**src/rtl/ssrb_pkg.sv**
```systemverilog
// package for the serial register bank of a frequency synthesizer
// assumes a single 200 MHz system clock; serial pins sampled into it
// Functional notes
// - reset bit set in power-control word restores every register default
// - software restore finishes well under one microsecond after the latch
// - reset bit clears itself, never stays stored
// - software restore gives the same register contents as power-on reset
// - frequency write with skip bit 0 starts core and band calibration
// - frequency write engages fastlock whenever timeout count is nonzero
// - frequency write with skip bit 1 starts no calibration
// - word is 32 bits: low four bits address, upper 28 bits data
// - strobe low: bits shift in msb first on rising serial clock
// - strobe rising edge copies data field into addressed register
// - strobe held high: serial clock pulses ignored, nothing changes
package ssrb_pkg;
    localparam int SSRB_WORD_W = 32;
    localparam int SSRB_DATA_W = 28;
    localparam int SSRB_ADDR_W = 4;
    localparam logic [3:0] SSRB_A_FREQ = 4'h0;
    localparam logic [3:0] SSRB_A_CPREF = 4'h1;
    localparam logic [3:0] SSRB_A_DEN = 4'h2;
    localparam logic [3:0] SSRB_A_ODIV = 4'h3;
    localparam logic [3:0] SSRB_A_FLOCK = 4'h4;
    localparam logic [3:0] SSRB_A_PWR = 4'h5;
    localparam logic [3:0] SSRB_A_DIAG = 4'h6;
    localparam logic [3:0] SSRB_A_STAT = 4'h7;
    localparam logic [3:0] SSRB_A_FIXA = 4'h8;
    localparam logic [3:0] SSRB_A_FIXB = 4'h9;
    localparam logic [3:0] SSRB_A_FIXC = 4'hA;
    localparam logic [3:0] SSRB_A_LDET = 4'hD;
    localparam logic [3:0] SSRB_A_VCAP = 4'hF;
    // field positions inside the 28-bit data field
    localparam int SSRB_SKIP_CAL_POS = 24;
    localparam int SSRB_FASTLOCK_TIMEOUT_COUNT_LSB = 12;
    localparam int SSRB_FASTLOCK_TIMEOUT_COUNT_W = 12;
    localparam int SSRB_SWRST_POS = 0;
    // power-on data fields; the fixed setup words carry the required values
    localparam logic [27:0] SSRB_RST_FREQ = 28'h0000000;
    localparam logic [27:0] SSRB_RST_CPREF = 28'h0000000;
    localparam logic [27:0] SSRB_RST_DEN = 28'h0000000;
    localparam logic [27:0] SSRB_RST_ODIV = 28'h0000000;
    localparam logic [27:0] SSRB_RST_FLOCK = 28'h0000000;
    localparam logic [27:0] SSRB_RST_PWR = 28'h0000000;
    localparam logic [27:0] SSRB_RST_DIAG = 28'h0000000;
    localparam logic [27:0] SSRB_RST_STAT = 28'h0000000;
    localparam logic [27:0] SSRB_RST_FIXA = 28'h207DDBF;
    localparam logic [27:0] SSRB_RST_FIXB = 28'h03C7C03;
    localparam logic [27:0] SSRB_RST_FIXC = 28'h210050C;
    localparam logic [27:0] SSRB_RST_LDET = 28'h0000410;
    localparam logic [27:0] SSRB_RST_VCAP = 28'h021FE80;
    localparam real SSRB_SWRST_MAX_NS = 1000.0;
    localparam real SSRB_CLK_NS = 5.0;
    localparam int SSRB_SWRST_MAX_CYC = int'(SSRB_SWRST_MAX_NS / SSRB_CLK_NS
        - 1.0);
endpackage

```
**src/rtl/ssrb_bank.sv**
```systemverilog
// serial register bank: shift register, latch decode, trigger pulses
// assumes serial pins are asynchronous to clk_sys_in and much slower
`timescale 1ns/100ps
module ssrb_bank import ssrb_pkg::*; (
    input wire logic clk_sys_in,
    input wire logic rst_n_in,
    input wire logic ser_clk_in,
    input wire logic ser_data_in,
    input wire logic latch_strobe_in,
    output logic [27:0] frequency_word_out,
    output logic [27:0] charge_pump_and_reference_divider_out,
    output logic [27:0] fraction_denominator_out,
    output logic [27:0] output_divider_and_power_out,
    output logic [27:0] fastlock_and_bleed_out,
    output logic [27:0] output_power_control_out,
    output logic [27:0] readback_diagnostics_out,
    output logic [27:0] status_pin_config_out,
    output logic [27:0] fixed_setup_word_a_out,
    output logic [27:0] fixed_setup_word_b_out,
    output logic [27:0] fixed_setup_word_c_out,
    output logic [27:0] lock_detect_config_out,
    output logic [27:0] vco_band_capacitor_out,
    output logic freq_cal_start_out,
    output logic fastlock_engage_out,
    output logic soft_reset_out
);
    // ==========================================================
    // pin synchronisers
    logic [1:0] sclk_sync, sdat_sync, le_sync;
    logic sclk_d, le_d;
    always_ff @(posedge clk_sys_in or negedge rst_n_in) begin
        if (!rst_n_in) begin
            sclk_sync <= 2'h0;
            sdat_sync <= 2'h0;
            // strobe idles high: reset to that level so no false latch
            le_sync <= 2'h3;
            sclk_d <= 1'b0;
            le_d <= 1'b1;
        end else begin
            sclk_sync <= {sclk_sync[0], ser_clk_in};
            sdat_sync <= {sdat_sync[0], ser_data_in};
            le_sync <= {le_sync[0], latch_strobe_in};
            sclk_d <= sclk_sync[1];
            le_d <= le_sync[1];
        end
    end
    wire sclk_rise = sclk_sync[1] & ~sclk_d;
    wire shift_en = sclk_rise & ~le_sync[1];
    wire latch_en = le_sync[1] & ~le_d;
    // ==========================================================
    // shift register
    logic [31:0] shreg;
    always_ff @(posedge clk_sys_in or negedge rst_n_in) begin
        if (!rst_n_in) begin
            shreg <= 32'h00000000;
        end else if (shift_en) begin
            shreg <= {shreg[30:0], sdat_sync[1]};
        end
    end
    wire [3:0] w_addr = shreg[3:0];
    wire [27:0] w_data = shreg[31:4];
    wire [15:0] sel = latch_en ? (16'h0001 << w_addr) : 16'h0000;
    // unmapped addresses 0xB, 0xC, 0xE select nothing below
    wire swrst = sel[SSRB_A_PWR] & w_data[SSRB_SWRST_POS];
    // timeout count is the stored fastlock field, not bits of the new word
    wire [11:0] toc = fastlock_and_bleed_out[SSRB_FASTLOCK_TIMEOUT_COUNT_LSB +: SSRB_FASTLOCK_TIMEOUT_COUNT_W];
    // ==========================================================
    // registers; soft reset loads power-on values in the latch cycle
    logic [27:0] regs [16];
    localparam logic [27:0] RST_TAB [16] = '{SSRB_RST_FREQ, SSRB_RST_CPREF,
        SSRB_RST_DEN, SSRB_RST_ODIV, SSRB_RST_FLOCK, SSRB_RST_PWR,
        SSRB_RST_DIAG, SSRB_RST_STAT, SSRB_RST_FIXA, SSRB_RST_FIXB,
        SSRB_RST_FIXC, 28'h0000000, 28'h0000000, SSRB_RST_LDET,
        28'h0000000, SSRB_RST_VCAP};
    localparam logic [15:0] IMPL = 16'hA7FF;
    // unmapped slots never load, keep their zero and synthesise away
    wire [15:0] wr_hit = sel & IMPL;
    always_ff @(posedge clk_sys_in or negedge rst_n_in) begin
        if (!rst_n_in) begin
            regs <= RST_TAB;
        end else if (swrst) begin
            regs <= RST_TAB;
        end else begin
            for (int i = 0; i < 16; i++) begin
                if (wr_hit[i]) begin
                    regs[i] <= w_data;
                end
            end
        end
    end
    // ==========================================================
    // trigger pulses
    wire freq_wr = sel[SSRB_A_FREQ];
    always_ff @(posedge clk_sys_in or negedge rst_n_in) begin
        if (!rst_n_in) begin
            freq_cal_start_out <= 1'b0;
            fastlock_engage_out <= 1'b0;
            soft_reset_out <= 1'b0;
        end else begin
            freq_cal_start_out <= freq_wr & ~w_data[SSRB_SKIP_CAL_POS];
            fastlock_engage_out <= freq_wr & (toc != 12'h000);
            soft_reset_out <= swrst;
        end
    end
    assign frequency_word_out = regs[0];
    assign charge_pump_and_reference_divider_out = regs[1];
    assign fraction_denominator_out = regs[2];
    assign output_divider_and_power_out = regs[3];
    assign fastlock_and_bleed_out = regs[4];
    assign output_power_control_out = regs[5];
    assign readback_diagnostics_out = regs[6];
    assign status_pin_config_out = regs[7];
    assign fixed_setup_word_a_out = regs[8];
    assign fixed_setup_word_b_out = regs[9];
    assign fixed_setup_word_c_out = regs[10];
    assign lock_detect_config_out = regs[13];
    assign vco_band_capacitor_out = regs[15];
    // ==========================================================
    // checks: software reset
    localparam int SWRST_LIM = SSRB_SWRST_MAX_CYC;
    a_swrst_bit_clear: assert property (@(posedge clk_sys_in)
        disable iff (!rst_n_in) swrst |=>
        !output_power_control_out[SSRB_SWRST_POS] && soft_reset_out)
        else $error("soft reset bit stayed set");
    a_swrst_defaults: assert property (@(posedge clk_sys_in)
        disable iff (!rst_n_in) swrst |=>
        frequency_word_out == SSRB_RST_FREQ &&
        charge_pump_and_reference_divider_out == SSRB_RST_CPREF &&
        fraction_denominator_out == SSRB_RST_DEN &&
        output_divider_and_power_out == SSRB_RST_ODIV &&
        fastlock_and_bleed_out == SSRB_RST_FLOCK &&
        output_power_control_out == SSRB_RST_PWR &&
        readback_diagnostics_out == SSRB_RST_DIAG &&
        status_pin_config_out == SSRB_RST_STAT &&
        fixed_setup_word_a_out == SSRB_RST_FIXA &&
        fixed_setup_word_b_out == SSRB_RST_FIXB &&
        fixed_setup_word_c_out == SSRB_RST_FIXC &&
        lock_detect_config_out == SSRB_RST_LDET &&
        vco_band_capacitor_out == SSRB_RST_VCAP)
        else $error("soft reset did not restore defaults");
    // the restore takes one cycle, far inside the one microsecond limit
    a_swrst_time: assert property (@(posedge clk_sys_in)
        disable iff (!rst_n_in) swrst |-> ##[1:SWRST_LIM] soft_reset_out)
        else $error("soft reset took too long");
    a_swrst_cause: assert property (@(posedge clk_sys_in)
        disable iff (!rst_n_in) soft_reset_out |-> $past(swrst))
        else $error("soft reset pulse without request");
    a_latch_power: assert property (@(posedge clk_sys_in)
        disable iff (!rst_n_in) sel[SSRB_A_PWR] && !swrst |=>
        output_power_control_out == $past(w_data) && !soft_reset_out)
        else $error("power word not stored");
    // ==========================================================
    // checks: frequency word triggers
    a_cal_start: assert property (@(posedge clk_sys_in)
        disable iff (!rst_n_in) freq_wr && !w_data[SSRB_SKIP_CAL_POS]
        |=> freq_cal_start_out) else $error("calibration not started");
    a_cal_cause: assert property (@(posedge clk_sys_in)
        disable iff (!rst_n_in) freq_cal_start_out
        |-> $past(freq_wr) && !$past(w_data[SSRB_SKIP_CAL_POS]))
        else $error("calibration started without cause");
    a_cal_skip: assert property (@(posedge clk_sys_in)
        disable iff (!rst_n_in) freq_wr && w_data[SSRB_SKIP_CAL_POS]
        |=> !freq_cal_start_out) else $error("calibration not skipped");
    a_cal_single: assert property (@(posedge clk_sys_in)
        disable iff (!rst_n_in) freq_cal_start_out |=> !freq_cal_start_out)
        else $error("calibration start longer than one cycle");
    a_fastlock: assert property (@(posedge clk_sys_in)
        disable iff (!rst_n_in) fastlock_engage_out
        |-> $past(freq_wr) && $past(toc) != 12'h000)
        else $error("fastlock engage mismatch");
    a_fastlock_on: assert property (@(posedge clk_sys_in)
        disable iff (!rst_n_in) freq_wr && toc != 12'h000
        |=> fastlock_engage_out) else $error("fastlock not engaged");
    a_fastlock_single: assert property (@(posedge clk_sys_in)
        disable iff (!rst_n_in) fastlock_engage_out |=> !fastlock_engage_out)
        else $error("fastlock engage longer than one cycle");
    // ==========================================================
    // checks: latching
    a_latch_copy: assert property (@(posedge clk_sys_in)
        disable iff (!rst_n_in) sel[SSRB_A_STAT] && !swrst
        |=> status_pin_config_out == $past(w_data))
        else $error("latched data not stored");
    a_latch_freq: assert property (@(posedge clk_sys_in)
        disable iff (!rst_n_in) sel[SSRB_A_FREQ]
        |=> frequency_word_out == $past(w_data))
        else $error("frequency word not stored");
    a_latch_flock: assert property (@(posedge clk_sys_in)
        disable iff (!rst_n_in) sel[SSRB_A_FLOCK]
        |=> fastlock_and_bleed_out == $past(w_data))
        else $error("fastlock word not stored");
    a_latch_vcap: assert property (@(posedge clk_sys_in)
        disable iff (!rst_n_in) sel[SSRB_A_VCAP]
        |=> vco_band_capacitor_out == $past(w_data))
        else $error("band capacitor word not stored");
    a_data_field: assert property (@(posedge clk_sys_in)
        disable iff (!rst_n_in) sel[SSRB_A_DEN]
        |=> fraction_denominator_out == $past(shreg[31:4]))
        else $error("data field taken from wrong bits");
    a_latch_only: assert property (@(posedge clk_sys_in)
        disable iff (!rst_n_in) $changed(status_pin_config_out)
        |-> $past(latch_en)) else $error("register changed without latch");
    // ==========================================================
    // checks: shifting and hold
    a_shift_msb: assert property (@(posedge clk_sys_in)
        disable iff (!rst_n_in) shift_en
        |=> shreg[0] == $past(sdat_sync[1]) &&
        shreg[31:1] == $past(shreg[30:0]))
        else $error("shift order wrong");
    a_shift_hold: assert property (@(posedge clk_sys_in)
        disable iff (!rst_n_in) !shift_en |=> $stable(shreg))
        else $error("shift without serial clock rise");
    a_hold_ignore: assert property (@(posedge clk_sys_in)
        disable iff (!rst_n_in) le_sync[1] && le_d
        |=> $stable(shreg)) else $error("shift while strobe high");
    a_hold_regs: assert property (@(posedge clk_sys_in)
        disable iff (!rst_n_in) !latch_en
        |=> $stable(frequency_word_out) && $stable(vco_band_capacitor_out))
        else $error("register changed while not latching");
    a_unmapped: assert property (@(posedge clk_sys_in)
        disable iff (!rst_n_in)
        latch_en && (w_addr inside {4'hB, 4'hC, 4'hE})
        |=> $stable(frequency_word_out) && $stable(status_pin_config_out) &&
        !freq_cal_start_out && !fastlock_engage_out && !soft_reset_out)
        else $error("unmapped write had effect");
endmodule

```
**config.mk**
```make
export PLATFORM = sky130hd
export DESIGN_NAME = ssrb_bank
export DESIGN_NICKNAME = d
export VERILOG_FILES = /design/src/rtl/ssrb_pkg.sv /design/src/rtl/ssrb_bank.sv
export SDC_FILE = /design/constraint.sdc
export NUM_CORES = 1
export LEC_CHECK = 0
export ABC_AREA = 0
export BUFFER_PORTS_ARGS = -buffer_cell sky130_fd_sc_hd__buf_4
export CORE_MARGIN = 2
export CORE_UTILIZATION = 55
export CTS_CLUSTER_DIAMETER = 40
export DETAILED_ROUTE_END_ITERATION = 6
export PLACE_DENSITY = 0.8
export SKIP_CTS_REPAIR_TIMING = 1
export SLEW_MARGIN = 20
export SYNTH_ARGS = -nofsm -noshare
export SYNTH_HDL_FRONTEND = slang
export SYNTH_SLANG_ARGS = --single-unit
```
**constraint.sdc**
```tcl
create_clock -name clk_sys_in -period 2.27 [get_ports clk_sys_in]
set_input_delay 0.454 -clock clk_sys_in [delete_from_list [all_inputs] [get_ports clk_sys_in]]
set_output_delay 0.454 -clock clk_sys_in [all_outputs]
set_load 0.05 [all_outputs]
```
==> reports/results.txt <==
register share of total power: 36.5%
max-slew violation count: 0
max cap viols: 0
CTS root buf: clkbuf_16
Final ANT Viol Nets: 0
Comb pwr share: 28.7%
Worst Max-Slew Pin Slew: 1.11 ns
Pwr Total: 24300 µW
Avg Cell Area, Syn: 9.73 µm²
Crit. End Element: flop
Area Growth Syn to Fin: 29.0%
Pwr per Cell Area: 1090 nW/µm²
initial DRC count: 2219
Int Pwr: 15200 µW
vias per cell: 6.57
initial antenna violation count: 0
first-pass GRT wire length: 94300 µm
drt wl/cell: 24.9 µm
fin crit period: 2.17 ns
Critical Path Fanout Max: 42
DR vias: 16.4k
Required @ worst endpoint: 2.68 ns
final setup TNS: 0 ns
Setup Skew: 0.0179 ns
Synth cell types: 35
clock power share: 34.7%
Rows: 65
Post-synth EDFFs: 0
FF+latch count, synth: 407
top cells by area, synth: dfrtp_1 (52%), nand3_1 (11%), a21oi_1 (8.3%)
Max transition margin: 25.7%
RSZ-0062 raised after global routing: no
leakage power: 0.0104 µW
clock net sink count: 407
core area: 31300 µm²
kind of critical path: reg -> reg
status: finished, final reports clean
Mapped Area: 17400 µm²
Setup-failing EPs final: 0
Placer Congestion: 0.832
layout cell share with drive strength beyond 1: 30.1%
Synth top area share: 51.6%
DRC viols: 0
worst setup margin: 0.101 ns
# nets final: 2059
startpoint types: flop
fill cell count: 2261
Port Buffers: 371
final hold vios: 0
gr usage total: 37.1%
ys flop type: dfrtp_1
Synthesized Nets: 1789
DP HPWL: 37100 µm
commonest non-fill, non-tap cell in the layout: buf_4
Max Clock Freq: 0.461 GHz
H-tree Lvls: 2
worst slack at placement: 0.145 ns
latest clock arrival within the worst-skew pair: 0.56 ns
sequential share of the synthesized area: 59.0%
Die Span Y: 182 µm
io pins: 372
largest net degree at the start of global routing: 113
most frequent cells in the layout: buf_4 (421), nand3_1 (368), dfrtp_1 (358), a21oi_1 (287), o21ai_0 (269)
Syn Inst Count: 1784
Yosys top cell by area: dfrtp_1
# diodes: 0
VDD IR-drop max: 0.773 mV
Net Sw Power: 9120 µW
Synth async-reset ratio: 100%
Initial DRT Pass Iterations: 6
vias in the first global route: 15.7k
Worst EP arrival: 2.58 ns
Clk pin slew, worst setup/hold paths: 0.06 ns
CTS tree: done
Num CTS Buffers: 49
Initial Utilization: 55.4%
drt total wl: 62100 µm
crit share post-route: 95.5%
Die W: 182 µm
total gr overflow: 0
die area: 33000 µm²
Ys Warns: 0
fin util: 71.5%
switching part of the total: 37.5%
HP Class: in -> reg
CTS max path bufs: 3
==> cell type report <==
| type | instances | area, µm² | area share, % |
|---|---|---|---|
| clock inverter | 26 | 352 | 1.57 |
| timing repair buffer | 448 | 3680 | 16.5 |
| inverter | 1 | 11.3 | 0.0503 |
| clock buffer | 64 | 1430 | 6.38 |
| multi-input combinational | 1147 | 6160 | 27.5 |
| sequential | 407 | 10200 | 45.8 |
| tap | 402 | 503 | 2.25 |
==> critical path: stages (launching register included) <==
cell and delay, ns:
dfrtp_1 0.58, and4bb_4 0.46, nand3_2 0.19, inv_8 0.27, buf_4 0.40, a21oi_1 0.10
==> layer usage <==
layer | GRT usage [%] | vias up | wire length (µm)
met5 | 0 | - | 0
met4 | 22.0 | 0 | 4300
met2 | 55.7 | 1240 | 28000
li1 | - | 6891 | -
met1 | 50.3 | 8000 | 22700
met3 | 7.74 | 267 | 7110
==> synth_stat cells, drive strengths merged (2+ instances only) <==
master / instances
mux2: 32
and2: 2
clkbuf: 134
nand3: 369
dfstp: 49
dfrtp: 358
a31o: 3
nand2: 8
nor2b: 2
o21ai: 379
nor4: 3
nor3: 14
nor2: 2
nand4bb: 2
buf: 95
and4bb: 2
and3: 3
nand2b: 29
a21oi: 287
==> sequential cells by signal (all words and copies together) (netlist names), 2 cells and up <==
name and cells:
fraction_denominator_out 28, lock_detect_config_out 28, sdat_sync 2, charge_pump_and_reference_divider_out 28
frequency_word_out 28, fixed_setup_word_a_out 28, status_pin_config_out 28, readback_diagnostics_out 28
fixed_setup_word_c_out 28, vco_band_capacitor_out 28, fastlock_and_bleed_out 28, shreg 32
sclk_sync 2, fixed_setup_word_b_out 28, output_divider_and_power_out 28, le_sync 2
output_power_control_out 28
==> metrics by stage <==
step	cells	area (µm²)	hold slack, ns
global placement	2403	20600	0.336
finish	2495	22400	0.0117
CTS	2493	22300	-0.176
global route	2495	22400	0.00352
floorplan	1784	17400	0.158
detailed placement	2403	20600	0.335
==> power groups by stage <==
stage	registers [µW]	clock network (µW)	logic [µW]
floorplan	10500	0	2660
global placement	8950	0	6730
detailed placement	8950	0	6800
CTS	8840	8460	6820
global route	8930	8800	7300
finish	8880	8440	6990
==> logic make-up (layout without fill, tap and decap cells) <==
logic type / count (synthesis) / in the layout / synth area share [%]
AOI/OAI and AO/OA: 673 / 673 / 19.5
buffers and inverters: 230 / 539 / 6.01
DFF: 407 / 407 / 59.0
muxes: 32 / 32 / 2.08
and+or+nand+nor: 442 / 442 / 13.3
==> final timing paths <==
| path | from | end | slack [ns] | depth (start not counted) |
|---|---|---|---|---|
| worst max-delay path | shreg[0] | output_divider_and_power_out[4] | 0.10 | 5 |
| worst min-delay path | ser_clk_in | sclk_sync[0] | 0.01 | 1 |
| worst max register to register | shreg[0] | output_divider_and_power_out[4] | 0.10 | 5 |
| worst min register to register | le_sync[0] | le_sync[1] | 0.36 | 0 |
| max in group asynchronous | rst_n_in | fixed_setup_word_a_out[14] | 1.05 | 3 |
| min in group asynchronous | rst_n_in | fastlock_engage_out | 0.42 | 2 |
Note: power is estimated with default switching activity, not from simulation.
